[config.mk]
export PLATFORM = sky130hd
export DESIGN_NAME = rws_sequencer
export DESIGN_NICKNAME = d
export VERILOG_FILES = /design/src/verilog/rws_sync.v /design/src/verilog/rws_sequencer.v
export VERILOG_INCLUDE_DIRS = /design/src /design/src/verilog
export SDC_FILE = /design/constraint.sdc
export NUM_CORES = 1
export LEC_CHECK = 0
export BUFFER_PORTS_ARGS = -buffer_cell sky130_fd_sc_hd__buf_2
export CAP_MARGIN = 5
export CORE_MARGIN = 2
export CORE_UTILIZATION = 60
export CTS_CLUSTER_SIZE = 25
export DETAILED_ROUTE_END_ITERATION = 10
export MAX_ROUTING_LAYER = met4
export PLACE_DENSITY = 0.8
export SYNTH_ARGS = -nofsm -noshare
export SYNTH_HDL_FRONTEND = slang
export SYNTH_SLANG_ARGS = --single-unit
[constraint.sdc]
create_clock -name clk_sys -period 2.9 [get_ports clk_sys]
set_clock_uncertainty 0.2 [all_clocks]
set_input_delay 0.58 -clock clk_sys [delete_from_list [all_inputs] [get_ports clk_sys]]
set_output_delay 0.58 -clock clk_sys [all_outputs]
set_load 0.005 [all_outputs]
[src/verilog/rws_consts.vh]
// Constants for the reset and wake sequencer
`ifndef RWS_CONSTS_VH
`define RWS_CONSTS_VH
// Slow clock tick divider: 50 MHz / 32768 Hz, rounded down
`define RWS_SYS_HZ 50000000
`define RWS_SLOW_HZ 32768
`define RWS_SLOW_DIV (`RWS_SYS_HZ / `RWS_SLOW_HZ)
// Slow ticks per 1 Hz tick
`define RWS_SEC_DIV 32768
// Sequencing delays in slow periods, wake minimum in 1 Hz ticks
`define RWS_ASSERT_DLY 3'h2
`define RWS_PF_HOLD 3'h2
`define RWS_WAKE_MIN_SEC 2'h2
// PLL lock time in us and cycles at the system clock
`define RWS_PLL_LOCK_US 250
`define RWS_PLL_LOCK_CYC ((`RWS_PLL_LOCK_US * `RWS_SYS_HZ) / 1000000)
// Terminal counts, sized to their counters
`define RWS_SLOW_LAST 12'h5f4
`define RWS_SEC_LAST 15'h7fff
`define RWS_PLL_LAST 14'h30d3
`endif

[src/verilog/rws_sync.v]
// Two-flop synchroniser
`timescale 1ns/1ps
module rws_sync (
  input wire clk_sys,
  input wire rst_n,
  input wire dIn,
  input wire rstVal,
  output reg dOut
);
  reg meta_r;
  // First flop feeds only the second
  always @(posedge clk_sys) begin
    if (!rst_n) begin
      meta_r <= rstVal;
      dOut <= rstVal;
    end else begin
      meta_r <= dIn;
      dOut <= meta_r;
    end
  end
endmodule

[src/verilog/rws_sequencer.v]
// Reset and wake sequencer of the clock and state controller
//
// Notes on behaviour
// RL1: Board holds power-on reset until crystal stable.
// RL2: Wake waits two 1 Hz ticks after power-on.
// RL3: Sample battery and power inputs in that window.
// RL4: Allow 250 us PLL lock before use.
// RL5: Power-on reset asserts output directly, no clock.
// RL6: Power-on release releases output directly.
// RL7: User reset asserts output after 2-4 periods.
// RL8: User release frees output within 0-2 periods.
// RL9: Wake stays low 2 periods after user release.
// RL10: User reset drops clock gate after 2-4 periods.
// RL11: Wake raises clock gate after 2-4 periods.
// RL12: Power fail asserts output 2-4, holds 2.
// RL13: Wake waits two 1 Hz ticks after power fail.
// RL14: Power fail drops clock gate after 2-4 periods.
// RL15: Synchronise user reset, power fail, wake inputs.
`timescale 1ns/1ps
`include "rws_consts.vh"
module rws_sequencer (
  input wire clk_sys,
  input wire rst_n,
  input wire power_on_reset_n,
  input wire user_reset_n,
  input wire power_fail_n,
  input wire wake_request,
  input wire battery_good,
  input wire external_power_n,
  output wire reset_output_n,
  output reg external_clock_gate,
  output reg batteryGoodLatched_r,
  output reg externalPowerLatched_r,
  output reg sampleWindow_r,
  output reg pllLocked_r,
  output reg wakeEarly_r
);
  localparam ST_OFF = 2'h0;
  localparam ST_WAIT = 2'h1;
  localparam ST_RUN = 2'h2;
  localparam ST_DOWN = 2'h3;

  wire userResetSync;
  wire powerFailSync;
  wire wakeSync;
  reg [11:0] slowDiv_r;
  reg slowTick;
  reg [14:0] secDiv_r;
  reg secTick;
  reg [1:0] secCount_r;
  reg [1:0] state_r;
  reg [2:0] slowCount_r;
  reg [2:0] holdCount_r;
  reg [1:0] userRelCount_r;
  reg resetHold_r;
  reg userPrev_r;
  reg pfPrev_r;
  reg [13:0] pllCount_r;
  reg wakePrev_r;

  ////////////////////////////////////////////////////////////////////////
  // Input synchronisers
  rws_sync uSyncUser (.clk_sys(clk_sys), .rst_n(rst_n), .dIn(user_reset_n), .rstVal(1'b1),
    .dOut(userResetSync)); // RL15
  rws_sync uSyncPf (.clk_sys(clk_sys), .rst_n(rst_n), .dIn(power_fail_n), .rstVal(1'b1),
    .dOut(powerFailSync)); // RL15
  rws_sync uSyncWake (.clk_sys(clk_sys), .rst_n(rst_n), .dIn(~wake_request), .rstVal(1'b1),
    .dOut(wakeSync)); // RL15

  ////////////////////////////////////////////////////////////////////////
  // Slow crystal tick and 1 Hz tick
  always @(posedge clk_sys) begin
    if (!rst_n || !power_on_reset_n) begin
      slowDiv_r <= 12'h000;
      slowTick <= 1'b0;
      secDiv_r <= 15'h0000;
      secTick <= 1'b0;
    end else begin
      slowTick <= 1'b0;
      secTick <= 1'b0;
      if (slowDiv_r == `RWS_SLOW_LAST) begin
        slowDiv_r <= 12'h000;
        slowTick <= 1'b1;
        if (secDiv_r == `RWS_SEC_LAST) begin
          secDiv_r <= 15'h0000;
          secTick <= 1'b1;
        end else begin
          secDiv_r <= secDiv_r + 15'h0001;
        end
      end else begin
        slowDiv_r <= slowDiv_r + 12'h001;
      end
    end
  end

  ////////////////////////////////////////////////////////////////////////
  // Power-on reset passes straight through, gated with sequenced hold
  assign reset_output_n = power_on_reset_n & ~resetHold_r; // RL5 RL6

  ////////////////////////////////////////////////////////////////////////
  // Main sequencing: reset hold, clock gate, wake qualification
  always @(posedge clk_sys) begin
    if (!rst_n || !power_on_reset_n) begin
      state_r <= ST_WAIT;
      secCount_r <= 2'h0;
      slowCount_r <= 3'h0;
      holdCount_r <= 3'h0;
      userRelCount_r <= 2'h0;
      resetHold_r <= 1'b0;
      userPrev_r <= 1'b1;
      pfPrev_r <= 1'b1;
      wakePrev_r <= 1'b0;
      external_clock_gate <= 1'b0;
      sampleWindow_r <= 1'b1;
      batteryGoodLatched_r <= 1'b0;
      externalPowerLatched_r <= 1'b1;
      wakeEarly_r <= 1'b0;
    end else begin
      userPrev_r <= userResetSync;
      pfPrev_r <= powerFailSync;
      wakePrev_r <= ~wakeSync;
      // Battery and supply sampled while qualification window is open
      if (sampleWindow_r) begin
        batteryGoodLatched_r <= battery_good; // RL3
        externalPowerLatched_r <= external_power_n; // RL3
      end
      // Count 1 Hz ticks after power-on or power-fail release
      if (secTick && secCount_r != `RWS_WAKE_MIN_SEC) begin
        secCount_r <= secCount_r + 2'h1; // RL2 RL13
      end
      if (secCount_r == `RWS_WAKE_MIN_SEC) begin
        sampleWindow_r <= 1'b0;
      end
      // Slow periods since user reset release
      if (!userResetSync) begin
        userRelCount_r <= 2'h0;
      end else if (slowTick && userRelCount_r != 2'h2) begin
        userRelCount_r <= userRelCount_r + 2'h1;
      end
      // User reset output follows, released as soon as the synchronised release is seen
      if (!userResetSync && slowTick && slowCount_r == `RWS_ASSERT_DLY) begin
        resetHold_r <= 1'b1; // RL7
        external_clock_gate <= 1'b0; // RL10
      end else if (userResetSync && !userPrev_r) begin
        resetHold_r <= 1'b0; // RL8
      end
      // Power-fail hold timer
      if (holdCount_r != 3'h0 && slowTick) begin
        holdCount_r <= holdCount_r - 3'h1;
        if (holdCount_r == 3'h1) begin
          resetHold_r <= 1'b0; // RL12
        end
      end
      if (!powerFailSync && slowTick && slowCount_r == `RWS_ASSERT_DLY && state_r != ST_DOWN) begin
        resetHold_r <= 1'b1; // RL12
        holdCount_r <= `RWS_PF_HOLD; // RL12
        external_clock_gate <= 1'b0; // RL14
        state_r <= ST_DOWN;
      end
      // Delay counter for assertion windows
      if (!userResetSync || (!powerFailSync && state_r != ST_DOWN) || (state_r == ST_WAIT && ~wakeSync)) begin
        if (slowTick && slowCount_r != 3'h7) begin
          slowCount_r <= slowCount_r + 3'h1;
        end
      end else begin
        slowCount_r <= 3'h0;
      end
      case (state_r)
        ST_OFF: begin
          state_r <= ST_WAIT;
        end
        ST_WAIT: begin
          // Wake before qualification is flagged, not acted on
          if (~wakeSync && (secCount_r != `RWS_WAKE_MIN_SEC || userRelCount_r != 2'h2)) begin
            wakeEarly_r <= 1'b1; // RL2 RL9 RL13
          end else if (~wakeSync && slowTick && slowCount_r == `RWS_ASSERT_DLY) begin
            external_clock_gate <= 1'b1; // RL11
            state_r <= ST_RUN;
          end
        end
        ST_RUN: begin
          if (!userResetSync) begin
            state_r <= ST_WAIT;
          end
        end
        ST_DOWN: begin
          // Restart 1 Hz qualification after power-fail release
          if (powerFailSync) begin
            secCount_r <= 2'h0; // RL13
            state_r <= ST_WAIT;
          end
        end
        default: begin
          state_r <= ST_WAIT;
        end
      endcase
    end
  end

  ////////////////////////////////////////////////////////////////////////
  // PLL lock timer after the clock gate opens
  always @(posedge clk_sys) begin
    if (!rst_n || !external_clock_gate) begin
      pllCount_r <= 14'h0000;
      pllLocked_r <= 1'b0;
    end else if (pllCount_r == `RWS_PLL_LAST) begin
      pllLocked_r <= 1'b1; // RL4
    end else begin
      pllCount_r <= pllCount_r + 14'h0001;
    end
  end
endmodule

==> flow_summary.json, run 1 <==
{
  "max_clock_freq_mhz": 406,
  "worst_hold_slack_ps": 207,
  "num_vias": 2473,
  "crit_path_end": "secDiv_r[9]",
  "status": "completed",
  "cts-root-buf": "clkbuf_8",
  "cts_post_setup_buffers_inserted": 0,
  "clkSinkCount": 69,
  "critPathRequiredTime_ps": 2970,
  "stdcell_area_um2": 3380,
  "route.detailed.drc": 0,
  "clock_power_share": 0.397,
  "crit_arrival_ps": 2530,
  "fin_ws_ps": 434,
  "min_period_ps": 2470,
  "clockBufferDepth": 2,
  "syn_area_per_cell_um2": 8.86,
  "nets": 386,
  "cts_tree": "yes",
  "clk_pin_slew_worst_paths_ps": 60,
  "power_mw": 1.66,
  "reg2reg_setup_slack_ps": 430,
  "sequentialPowerShare": 0.579,
  "combPwrFrac": 0.024,
  "path_class": "flip-flop to flip-flop",
  "dieArea_um2": 5730,
  "worst_slew_pin_slew_ps": 633,
  "ys_ff_latch": 69,
  "grt_pass1_wl_um": 9340,
  "drive_gt1_frac": 0.0919,
  "multiInputGateArea_um2": 1590,
  "drv_cap": 0,
  "final_common_cell": "dfxtp_1",
  "syn2layout_area_growth_pct": 9.54,
  "antenna_found_initial": 0,
  "ys_seq_area_frac": 0.448,
  "num_antenna_cells": 0,
  "leakage_nw": 1.21,
  "ys_types": 44,
  "place_inst": 425,
  "hold_violations": 0,
  "cts_resized": 0,
  "fillers": 408,
  "crit_path_start": "slowDiv_r[0]",
  "pre_cts_ws_ps": 428,
  "die_h_um": 75.7,
  "cts_made_buffers": 9,
  "holdCritPathClass": "input pin to flip-flop",
  "setup_viol": 0,
  "postLayoutCoreUtil": 0.670,
  "die_w_um": 75.7,
  "final_cell_mix": "dfxtp_1, nor2_1, nand2_1",
  "gp_congestion": 0.814,
  "switching_power_mw": 0.358,
  "first_global_vias": 2197,
  "setup_tns_ps": 0,
  "place_area_um2": 3220,
  "async_flop_share": 0,
  "synth_edf_count": 0,
  "wl_per_cell_um": 12.5,
  "grt_max_degree": 22,
  "htreeDepth": 3,
  "grt_use_total": 0.223,
  "synthesis.nets": 368,
  "io_pins": 15,
  "post-route-period-util": 0.850,
  "insertion_delay_ps": 340,
  "layoutNonFillerInstCount": 440,
  "ant_nets": 0,
  "reg2reg_depth": 6,
  "overflow": 0,
  "dp_hpwl_um": 3850,
  "swShare": 0.216,
  "maxSlewViolCount": 0,
  "internal_power_mw": 1.30,
  "start_util": 0.611,
  "regArea_um2": 1380,
  "drtIter0Drc": 155,
  "netlist_area_um2": 3080,
  "numPortBuffers": 14,
  "viasPerCell": 5.62,
  "rsz0062_at_grt": "false",
  "cts_hold_buf": 0,
  "dr.pass1.iters": 4,
  "yosys_warnings": 0,
  "synth_ff_type": "dfxtp_1",
  "crit_fanout": 21,
  "rows": 26,
  "p_per_area_nw_per_um2": 490,
  "r2r_start": "slowDiv_r[0]",
  "synth_cells": 348,
  "wirelength_um": 5510,
  "slew_headroom": 0.573,
  "reg2reg_to": "secDiv_r[9]",
  "cp-end-kind": "flip-flop",
  "critPathLaunchType": "flip-flop",
  "max-vdd-ir-drop_mv": 0.367,
  "coreArea_um2": 5040
}
cell families after synthesis:
family / after synthesis / synth area share
xor gates and xnor gates: 27 / 0.0767
AOI/OAI and AO/OA: 46 / 0.103
adders and majority gates: 12 / 0.0487
buffers and inverters: 27 / 0.0353
and+or+nand+nor: 162 / 0.272
DFF: 69 / 0.448
muxes: 5 / 0.0162
layout make-up:
| cell class | instances | area share |
|---|---|---|
| clock buffer | 13 | 0.0441 |
| clock inverter | 2 | 0.00296 |
| inverter | 17 | 0.0189 |
| multi-input combinational | 252 | 0.472 |
| sequential | 69 | 0.409 |
| tap | 70 | 0.0259 |
| timing repair buffer | 17 | 0.0274 |
routing by layer:
layer / track usage / share of wire
met5: - / 0
met4: 0.117 / 0.015
met3: 0.0437 / 0.030
met2: 0.343 / 0.46
met1: 0.277 / 0.50
synth_stat cells, types with 2 or more instances:
| master | n | area, um^2 |
|---|---|---|
| or3_1 | 4 | 25.0 |
| clkbuf_1 | 9 | 33.8 |
| or2_2 | 2 | 12.5 |
| nor2_1 | 45 | 169 |
| xnor2_1 | 18 | 158 |
| nor3_1 | 6 | 30.0 |
| inv_1 | 17 | 63.8 |
| nor2b_1 | 5 | 31.3 |
| o221ai_1 | 3 | 26.3 |
| nand2_1 | 27 | 101 |
| and4_1 | 2 | 17.5 |
| nand2b_1 | 13 | 81.3 |
| a211oi_1 | 3 | 22.5 |
| nand3b_1 | 3 | 22.5 |
| a21oi_1 | 11 | 55.1 |
| o311ai_0 | 2 | 17.5 |
| nand4_1 | 14 | 87.6 |
| o41ai_1 | 3 | 26.3 |
| dfxtp_1 | 69 | 1380 |
| or4_1 | 5 | 37.5 |
| nand3_1 | 19 | 95.1 |
| o21ai_0 | 6 | 30.0 |
| and3_1 | 6 | 37.5 |
| xor2_1 | 9 | 78.8 |
| o31ai_1 | 3 | 22.5 |
| a31oi_1 | 5 | 31.3 |
| a41o_1 | 2 | 20.0 |
| nor4_1 | 5 | 31.3 |
| a211o_1 | 2 | 17.5 |
| ha_1 | 12 | 150 |
| mux2i_1 | 5 | 50.1 |
power by group through the flow:
stage                     Sequential, mW  Clock, mW  Combinational, mW
after global placement             0.980          0             0.0401
after global routing               0.959      0.706             0.0458
after detailed placement           0.980          0             0.0405
after CTS                          0.959      0.670             0.0408
final                              0.959      0.657             0.0402
after floorplan                    0.979          0             0.0261
flip-flops by register name, indices dropped and copies added (netlist names), 2 cells and up:
register        cells
secDiv_r           15
holdCount_r         3
pllCount_r         14
userRelCount_r      2
secCount_r          2
state_r             2
slowCount_r         3
slowDiv_r          12
worst max-delay path, cell delays in order, from the launching register on:
cell     delay (ps)
dfxtp_1         340
inv_1            60
ha_1            120
or4b_4          490
or3_4           510
or4_1           520
a21oi_1         150
worst min path at each step:
stage,slack [ps],to,depth (start not counted),start
after floorplan,190,uSyncPf.dOut,1,uSyncPf.meta_r
after global placement,200,uSyncUser.dOut,1,uSyncUser.meta_r
after detailed placement,200,uSyncUser.dOut,1,uSyncUser.meta_r
after CTS,190,uSyncWake.meta_r,2,wake_request
after global routing,230,uSyncWake.meta_r,2,wake_request
final,210,uSyncWake.meta_r,2,wake_request
(Power assumes the default switching activity.)
==> run 2, diff against run 1 <==
--- a/config.mk
+++ b/config.mk
@@ -6,14 +6,16 @@
 export SDC_FILE = /design/constraint.sdc
 export NUM_CORES = 1
 export LEC_CHECK = 0
-export BUFFER_PORTS_ARGS = -buffer_cell sky130_fd_sc_hd__buf_2
+export ABC_AREA = 1
 export CAP_MARGIN = 5
 export CORE_MARGIN = 2
-export CORE_UTILIZATION = 60
+export CORE_UTILIZATION = 63
 export CTS_CLUSTER_SIZE = 25
 export DETAILED_ROUTE_END_ITERATION = 10
+export DONT_BUFFER_PORTS = 1
 export MAX_ROUTING_LAYER = met4
-export PLACE_DENSITY = 0.8
+export PLACE_DENSITY = 0.81
+export SLEW_MARGIN = 20
 export SYNTH_ARGS = -nofsm -noshare
 export SYNTH_HDL_FRONTEND = slang
 export SYNTH_SLANG_ARGS = --single-unit
==> run 2 against run 1 <==
Global-route usage rose by 1.8 points. Clock power increased by 5.9%. Die area is 0.15% higher. Total power increased by 1.6%. Sequential share of layout area decreased by 1.2 points. Maximum frequency grew 26%. Clock-buffer cell count decreased by 3. Non-clock buffer count is 17 lower. Synthesized cell count rose by 29%. Critical path type unchanged. Critical endpoint is now slowDiv_r[10]. Largest power group unchanged.
==> flow_summary.json, run 2 <==
{
  "antenna_found_initial": 0,
  "grt_max_degree": 15,
  "critPathRequiredTime_ps": 2940,
  "hold_violations": 0,
  "pre_cts_ws_ps": 779,
  "netlist_area_um2": 3240,
  "rsz0062_at_grt": "false",
  "io_pins": 15,
  "min_period_ps": 1950,
  "rows": 26,
  "yosysTopAreaCell": "dfxtp_1",
  "whs_path_depth": 1,
  "wl_per_cell_um": 11.5,
  "status": "completed",
  "yosys-top-cells-area": "dfxtp_1, nand2_1, inv_1",
  "largest_reg_flops": 15,
  "drv_cap": 0,
  "die_w_um": 75.7,
  "dieArea_um2": 5740,
  "syn2layout_area_growth_pct": 7.33,
  "viasPerCell": 5.23,
  "fillers": 429,
  "synth_top_area_share": 0.426,
  "num_antenna_cells": 0,
  "r2r_start": "slowDiv_r[0]",
  "async_flop_share": 0,
  "fin_ws_ps": 949,
  "final_common_cell": "nand2_1",
  "holdCritPathClass": "input pin to flip-flop",
  "numPortBuffers": 0,
  "cts_made_buffers": 9,
  "post-route-period-util": 0.673,
  "final_cell_mix": "nand2_1, inv_1, dfxtp_1",
  "cts_hold_buf": 0,
  "insertion_delay_ps": 350,
  "cts_post_setup_buffers_inserted": 0,
  "synth_edf_count": 0,
  "maxSlewViolCount": 0,
  "yosys_warnings": 0,
  "clk_pin_slew_worst_paths_ps": 80,
  "overflow": 0,
  "max_clock_freq_mhz": 512,
  "postLayoutCoreUtil": 0.690,
  "setup_tns_ps": 0,
  "crit_path_start": "slowDiv_r[0]",
  "dr.pass1.iters": 4,
  "grt_use_total": 0.241,
  "dp_hpwl_um": 4450,
  "p_per_area_nw_per_um2": 484,
  "start_util": 0.643,
  "coreArea_um2": 5040,
  "power_mw": 1.68,
  "syn_area_per_cell_um2": 7.22,
  "wirelength_um": 6070,
  "worst_slew_pin_slew_ps": 453,
  "crit_fanout": 12,
  "ys_ff_latch": 69,
  "top_register": "secDiv_r",
  "hp-start": "rst_n",
  "drtIter0Drc": 153,
  "synth_cells": 449,
  "synthesis.nets": 469,
  "cts-root-buf": "clkbuf_8",
  "die_h_um": 75.7,
  "cts_tree": "yes",
  "setup_viol": 0,
  "grt_pass1_wl_um": 10100,
  "reg_top3": "secDiv_r (15), pllCount_r (14), slowDiv_r (12)",
  "cts_resized": 0,
  "regArea_um2": 1380,
  "critPathLaunchType": "flip-flop",
  "ant_nets": 0,
  "leakage_nw": 1.30,
  "nets": 475,
  "cp-end-kind": "flip-flop",
  "max-vdd-ir-drop_mv": 0.332,
  "synth_ff_type": "dfxtp_1",
  "synth.top_cells.by_count": "nand2_1, inv_1, dfxtp_1, nor2_1, a21oi_1",
  "ys_seq_area_frac": 0.426,
  "ys_types": 29,
  "reg2reg_depth": 9,
  "synth_most_common_cell": "nand2_1",
  "slew_headroom": 0.695,
  "gp_congestion": 0.858,
  "path_class": "flip-flop to flip-flop",
  "multiInputGateArea_um2": 1570,
  "clockBufferDepth": 2,
  "drive_gt1_frac": 0.0783,
  "num_vias": 2772,
  "htreeDepth": 3,
  "crit_arrival_ps": 1990,
  "clkSinkCount": 69,
  "first_global_vias": 2410,
  "route.detailed.drc": 0
}
## run 2: path summary, 6_finish.rpt
path	slack, ps	to
worst max-delay path	950	slowDiv_r[10]
worst min-delay path	80	uSyncWake.meta_r
worst max register to register	950	slowDiv_r[10]
worst min register to register	210	uSyncUser.dOut
## run 2: area by class of cell
| type | instances | area share |
|---|---|---|
| clock buffer | 10 | 0.0367 |
| clock inverter | 6 | 0.0140 |
| inverter | 70 | 0.0755 |
| multi-input combinational | 305 | 0.452 |
| sequential | 69 | 0.397 |
| tap | 70 | 0.0252 |
## run 2: per-layer routing
| metal | part of all wire | track usage | vias up | wire (um) |
|---|---|---|---|---|
| li1 | - | - | 1460 | - |
| met1 | 0.47 | 0.265 | 1261 | 2850 |
| met2 | 0.47 | 0.399 | 40 | 2840 |
| met3 | 0.042 | 0.0688 | 11 | 252 |
| met4 | 0.021 | 0.119 | 0 | 128 |
| met5 | 0 | - | - | 0 |
## run 2: critical path: stages (launching register included)
cell and delay (ps):
dfxtp_1 330, inv_1 90, ha_1 200, nand2_2 80, nor2_4 150, nand3_4 140
nand2_1 360, inv_1 130, o21ai_0 110, a21oi_1 50
## run 2: power by group
part / switching [mW] / internal, mW
clock: 0.380 / 0.315
combinational: 0.0213 / 0.00788
sequential: 0.00415 / 0.954
total: 0.406 / 1.28
## run 2: kinds of logic after synthesis
kind of cell	count (synthesis)	share of synthesized area
flops	69	0.426
buf+inv	75	0.0892
mux	1	0.00309
xor+xnor	8	0.0216
fa+ha+maj	12	0.0463
simple gates	221	0.312
compound gates	63	0.102
## run 2: per-stage QoR
stage | instances | area (um^2) | hold WS, ps
after floorplan | 449 | 3240 | 180
after global placement | 514 | 3300 | 188
after detailed placement | 514 | 3300 | 198
after CTS | 530 | 3480 | 66.2
after global routing | 530 | 3480 | 65.5
final | 530 | 3480 | 84.3
